File: config.mk
export PLATFORM = sky130hd
export DESIGN_NAME = ieq_queue
export DESIGN_NICKNAME = d
export VERILOG_FILES = /design/src/verilog/ieq_pkg.sv /design/src/verilog/ieq_queue.sv /design/src/verilog/ieq_mem.sv
export VERILOG_INCLUDE_DIRS = /design/src /design/src/verilog
export SDC_FILE = /design/constraint.sdc
export NUM_CORES = 1
export LEC_CHECK = 0
export BUFFER_PORTS_ARGS = -buffer_cell sky130_fd_sc_hd__buf_2
export CORE_ASPECT_RATIO = 0.9
export CORE_MARGIN = 1.5
export CORE_UTILIZATION = 50
export DETAILED_ROUTE_END_ITERATION = 12
export PLACE_DENSITY_LB_ADDON = 0.2
export SLEW_MARGIN = 15
export SYNTH_ARGS = -nofsm -noshare
export SYNTH_HDL_FRONTEND = slang
export SYNTH_HIERARCHICAL = 1
export SYNTH_SLANG_ARGS = --single-unit
File: constraint.sdc
create_clock -name core_clk_in -period 7.1 [get_ports core_clk_in]
set_clock_uncertainty 0.15 [all_clocks]
set_input_delay 1.42 -clock core_clk_in [delete_from_list [all_inputs] [get_ports core_clk_in]]
set_output_delay 1.42 -clock core_clk_in [all_outputs]
set_load 0.01 [all_outputs]
File: src/verilog/ieq_defines.svh
// constants for the instrument error queue
// assumes inclusion by bare name from the queue sources
`ifndef IEQ_DEFINES_SVH
`define IEQ_DEFINES_SVH
`define IEQ_DEPTH        30
`define IEQ_CODE_W       16
`define IEQ_MSG_W        8
`define IEQ_CODE_NONE    16'h0000
`define IEQ_MSG_NONE     8'h00
`define IEQ_CODE_OVFL    16'hfea2
`define IEQ_MSG_OVFL     8'h01
`endif

File: src/verilog/ieq_pkg.sv
// types shared by the error queue sources
// assumes nothing beyond a SystemVerilog compiler
`default_nettype none
package ieq_pkg;
	typedef enum logic [1:0] {
		IEQ_OP_IDLE,
		IEQ_OP_PUSH,
		IEQ_OP_POP,
		IEQ_OP_BOTH
	} ieq_op_e;
endpackage : ieq_pkg
`default_nettype wire

File: src/verilog/ieq_queue.sv
// instrument error queue: fifo of error code and message
// assumes synchronous requests, one clock, async high reset
`include "ieq_defines.svh"
`default_nettype none
module ieq_queue #(
	parameter int DEPTH  = `IEQ_DEPTH,
	parameter int CODE_W = `IEQ_CODE_W,
	parameter int MSG_W  = `IEQ_MSG_W
) (
	input  wire logic              core_clk_in,
	input  wire logic              sys_rst_in,
	input  wire logic              err_push_in,
	input  wire logic              err_from_panel_in,
	input  wire logic [CODE_W-1:0] err_code_in,
	input  wire logic [MSG_W-1:0]  err_msg_in,
	input  wire logic              query_in,
	input  wire logic              clear_in,
	output logic                   resp_valid_out,
	output logic      [CODE_W-1:0] resp_code_out,
	output logic      [MSG_W-1:0]  resp_msg_out,
	output logic      [5:0]        count_out,
	output logic                   overflow_out
);
	localparam int AW = 5;
	localparam int W  = CODE_W + MSG_W;

	logic [AW-1:0] rd_ptr_q, wr_ptr_q;
	logic [5:0]    count_q;
	logic          ovfl_q;
	logic          pop_empty_q;
	logic          resp_pend_q;
	logic [W-1:0]  rd_data;
	logic          full, empty, src_push, do_push, do_pop, do_mark;
	logic [AW-1:0] last_ptr;
	ieq_pkg::ieq_op_e op;

	assign full     = (count_q == 6'(DEPTH));
	assign empty    = (count_q == 6'h00);
	assign src_push = err_push_in && !err_from_panel_in;
	assign do_pop   = query_in && !empty && !clear_in;
	// marker lands once per overflow; after it pushes are dropped until a pop or clear
	assign do_mark  = src_push && full && !ovfl_q && !do_pop && !clear_in;
	assign do_push  = src_push && !ovfl_q && !clear_in && (!full || do_pop);
	assign last_ptr = (wr_ptr_q == 5'h00) ? 5'(DEPTH - 1) : wr_ptr_q - 5'h01;
	assign op       = ieq_pkg::ieq_op_e'({do_pop, do_push});

	function automatic logic [AW-1:0] nxt(input logic [AW-1:0] p);
		nxt = (p == 5'(DEPTH - 1)) ? 5'h00 : p + 5'h01;
	endfunction : nxt

	ieq_mem #(.DEPTH(DEPTH), .WIDTH(W), .AW(AW)) u_mem (
		.core_clk_in (core_clk_in),
		.wr_en_in    (do_push || do_mark),
		.wr_addr_in  (do_mark ? last_ptr : wr_ptr_q),
		.wr_data_in  (do_mark ? {`IEQ_CODE_OVFL, `IEQ_MSG_OVFL} : {err_code_in, err_msg_in}),
		.rd_addr_in  (rd_ptr_q),
		.rd_data_out (rd_data)
	);

	always_ff @(posedge core_clk_in or posedge sys_rst_in) begin
		if (sys_rst_in) begin
			rd_ptr_q <= 5'h00;
			wr_ptr_q <= 5'h00;
			count_q  <= 6'h00;
		end else if (clear_in) begin
			rd_ptr_q <= 5'h00;
			wr_ptr_q <= 5'h00;
			count_q  <= 6'h00;
		end else begin
			unique case (op)
				ieq_pkg::IEQ_OP_IDLE: begin
				end
				ieq_pkg::IEQ_OP_PUSH: begin
					wr_ptr_q <= nxt(wr_ptr_q);
					count_q  <= count_q + 6'h01;
				end
				ieq_pkg::IEQ_OP_POP: begin
					rd_ptr_q <= nxt(rd_ptr_q);
					count_q  <= count_q - 6'h01;
				end
				ieq_pkg::IEQ_OP_BOTH: begin
					wr_ptr_q <= nxt(wr_ptr_q);
					rd_ptr_q <= nxt(rd_ptr_q);
				end
			endcase
		end
	end

	// overflow flag: a pop in the same cycle blocks the set; a pop or clear resets it
	always_ff @(posedge core_clk_in or posedge sys_rst_in) begin
		if (sys_rst_in) begin
			ovfl_q <= 1'b0;
		end else if (do_mark) begin
			ovfl_q <= 1'b1;
		end else if (clear_in || do_pop) begin
			ovfl_q <= 1'b0;
		end
	end

	// valid one cycle after the query, data a cycle later from the registered read
	always_ff @(posedge core_clk_in or posedge sys_rst_in) begin
		if (sys_rst_in) begin
			resp_pend_q <= 1'b0;
			pop_empty_q <= 1'b0;
		end else begin
			resp_pend_q <= query_in;
			pop_empty_q <= query_in && (empty || clear_in);
		end
	end

	assign resp_valid_out = resp_pend_q;

	always_ff @(posedge core_clk_in or posedge sys_rst_in) begin
		if (sys_rst_in) begin
			resp_code_out <= `IEQ_CODE_NONE;
			resp_msg_out  <= `IEQ_MSG_NONE;
		end else if (resp_pend_q) begin
			if (pop_empty_q) begin
				resp_code_out <= `IEQ_CODE_NONE;
				resp_msg_out  <= `IEQ_MSG_NONE;
			end else begin
				resp_code_out <= rd_data[W-1:MSG_W];
				resp_msg_out  <= rd_data[MSG_W-1:0];
			end
		end
	end

	assign count_out    = count_q;
	assign overflow_out = ovfl_q;
endmodule : ieq_queue
`default_nettype wire

File: src/verilog/ieq_mem.sv
// entry storage for the error queue, registered read data
// assumes one clock; write and read addresses are in range
`default_nettype none
module ieq_mem #(
	parameter int DEPTH = 30,
	parameter int WIDTH = 24,
	parameter int AW    = 5
) (
	input  wire logic             core_clk_in,
	input  wire logic             wr_en_in,
	input  wire logic [AW-1:0]    wr_addr_in,
	input  wire logic [WIDTH-1:0] wr_data_in,
	input  wire logic [AW-1:0]    rd_addr_in,
	output logic      [WIDTH-1:0] rd_data_out
);
	logic [WIDTH-1:0] mem_q [DEPTH];

	always_ff @(posedge core_clk_in) begin
		if (wr_en_in) begin
			mem_q[wr_addr_in] <= wr_data_in;
		end
	end

	// read data from a register, no reset needed on storage
	always_ff @(posedge core_clk_in) begin
		rd_data_out <= mem_q[rd_addr_in];
	end
endmodule : ieq_mem
`default_nettype wire

==> reports/qor.csv <==
metric,value,unit
reg2reg_to,u_mem/mem_q[17][7],
grt_pass1_vias,15600,
portBuffers,61,
grt_use_total,0.2386,
finalMaxSlewViolations,0,
worstPathCellList,"buf_2, nor4b_4, buf_4, nand3_1, and2b_1, nand3_1, xnor2_1, or3b_2, nor2_2, buf_4",
fp.dieW,265.5,um
hold_class,reg2reg,
cp_max_fo,16,
start_util,0.5066,
cp_data_required_time,7.25,ns
via_count,15860,
cts-hold-fix-buffers,0,
place.gp.congestion,0.8574,
setup_tns,0,ns
syn-cell-area,0.03101,mm2
crit_start,clear_in,
ys_ff_latch,787,
syn_inst,1639,
period_share,0.6558,
drtIter0Drc,1825,
cts_setup_buffers,0,
yosysWarnings,6,
path_class,in2reg,
gr-total-overflow,0,
wl,74190,um
drt-vias-per-instance,6.036,
min_to,resp_code_out[1],
fin_nets,1809,
drive_above_1_share,0.2203,
core_area,0.06123,mm2
synth_top_flop_cell,edfxtp_1,
cp-start-kind,input port,
rsz0062_at_grt,false,
hold_start,u_mem/rd_data_out[9],
root_buffer,clkbuf_16,
crit_slowest_cell,or3b_2,
clock_path_buffers,3,
postCtsResizedCells,0,
reg2reg_slack,2.90,ns
worstSetupEndpointType,register,
status,completed,
power_density,333.1,mW/mm2
dpl.hpwl,46210,um
fmaxAchievable,0.2148,GHz
ir_drop,0.2608,mV
cts.sinks,787,
io_pins,62,
numCtsBuffers,80,
area_growth,12.97,%
cts_tree,built,
synth_top_cell_area_share,0.6971,
antenna_found_initial,6,
synth.distinct_cells,76,
h-tree-depth,3,
hold_viol,0,
grt_pass1_wl,107700,um
synthArstFlopShare,0.05464,
min_delay_path_depth,2,
seq_area_frac_synth,0.7473,
cts.clk_slew.worst_paths,0.06,ns
grt_start_max_net_pins,114,
min_period,4.656,ns
power,11.67,mW
die_area,0.06353,mm2
synth_area_leaders,"edfxtp_1 70%, mux2i_1 4.8%, mux4_2 4.6%",
layout_commonest_cell,edfxtp_1,
fill_cells,4524,
drc,0,
r2r_cells,8,
slowest_delay,0.58,ns
fin_util,0.5722,
die_y,239.3,um
drv_cap,0,
cp.arrival,4.81,ns
synth_top_area_cell,edfxtp_1,
r2r-start,count_out[1],
clk_latency,0.64,ns
synth-edff-count,720,
ant_nets,0,
syn_nets,1679,
final_cell_mix,"720 x edfxtp_1, 148 x mux2i_1, 80 x clkbuf_16",
synth.avg_cell_area,18.92,um2
p_leak,11.39,nW
relSlewSlack,0.2328,
tightest_slew,1.151,ns
first_pass_iters,7,
wl_per_cell,28.23,um
finalSetupViolCount,0,
rows,86,
-- cells in the mapped netlist, drive strengths merged, types with 19 or more instances --
library cell	count
inv	31
nand3	29
nor2	43
mux2i	148
dfxtp	24
buf	59
nand2b	19
o22ai	34
o21ai	35
a21oi	27
dfrtp	43
edfxtp	720
nand2	74
mux4	103
a22oi	52
mux2	24
-- worst max path at each step --
stage	depth (start not counted)	slack, ns	to
4_1_cts	10	2.54	u_mem/mem_q[17][7]
3_3_place_gp	11	1.94	u_mem/mem_q[23][2]
2_1_floorplan	8	2.07	u_mem/mem_q[17][0]
5_1_grt	10	2.30	u_mem/mem_q[17][7]
3_5_place_dp	11	1.88	u_mem/mem_q[23][2]
6_report	10	2.44	u_mem/mem_q[17][7]
-- worst max-delay path: cells and delay by family --
family	cells	cell delay, ns
xor gates and xnor gates	1	0.55
buffers and inverters	3	0.83
and+or+nand+nor	6	1.98
-- registers in the layout, summed over array words and instances, names as in the netlist --
signal	flops
u_mem/rd_data_out	24
resp_msg_out	8
pop_empty_q	1
wr_ptr_q	5
rd_ptr_q	5
resp_valid_out	1
count_out	6
resp_code_out	16
u_mem/mem_q	720
overflow_out	1
-- routing by layer --
layer / routed length (um) / track usage / vias up / share of wire
met4: 1215 / 0.04987 / 2 / 0.016
met5: 14 / 0 / - / 0.00019
met1: 32450 / 0.3569 / 8252 / 0.44
met3: 6971 / 0.06497 / 93 / 0.094
met2: 33550 / 0.3533 / 632 / 0.45
li1: - / - / 6884 / -
-- through the flow --
step	setup slack [ns]	cell area, um2	hold WS, ns	cells
2_1_floorplan	2.068	31010	0.2596	1639
3_3_place_gp	1.944	32330	0.2718	2478
3_5_place_dp	1.880	32330	0.2686	2478
4_1_cts	2.537	35010	0.2816	2625
5_1_grt	2.296	35030	0.3083	2626
6_report	2.444	35040	0.2793	2628
-- final cells by class --
class                   instances  area (um2)  share of cell area
clock inverters                50       603.1             0.01721
inverters                      31       116.4            0.003321
multi-input cells             745        7257              0.2071
well taps                     792       991.0             0.02828
flip-flops and latches        787       23190              0.6619
diodes                          2       5.005           0.0001428
clock buffers                  97        2076             0.05925
repair buffers                124       798.3             0.02278
-- cells by family after synthesis --
group / synth area share
DFF: 0.7473
AOI/OAI and AO/OA: 0.04389
adders and majority gates: 0.004276
xor gates and xnor gates: 0.001694
and+or+nand+nor: 0.04490
muxes: 0.1361
buffers and inverters: 0.02183
-- power by group --
part,switching [mW],internal (mW)
logic,1.17,0.824
clock network,1.75,2.54
registers,0.181,5.21
total,3.10,8.57
No activity file was read; power rests on OpenSTA's default activity.
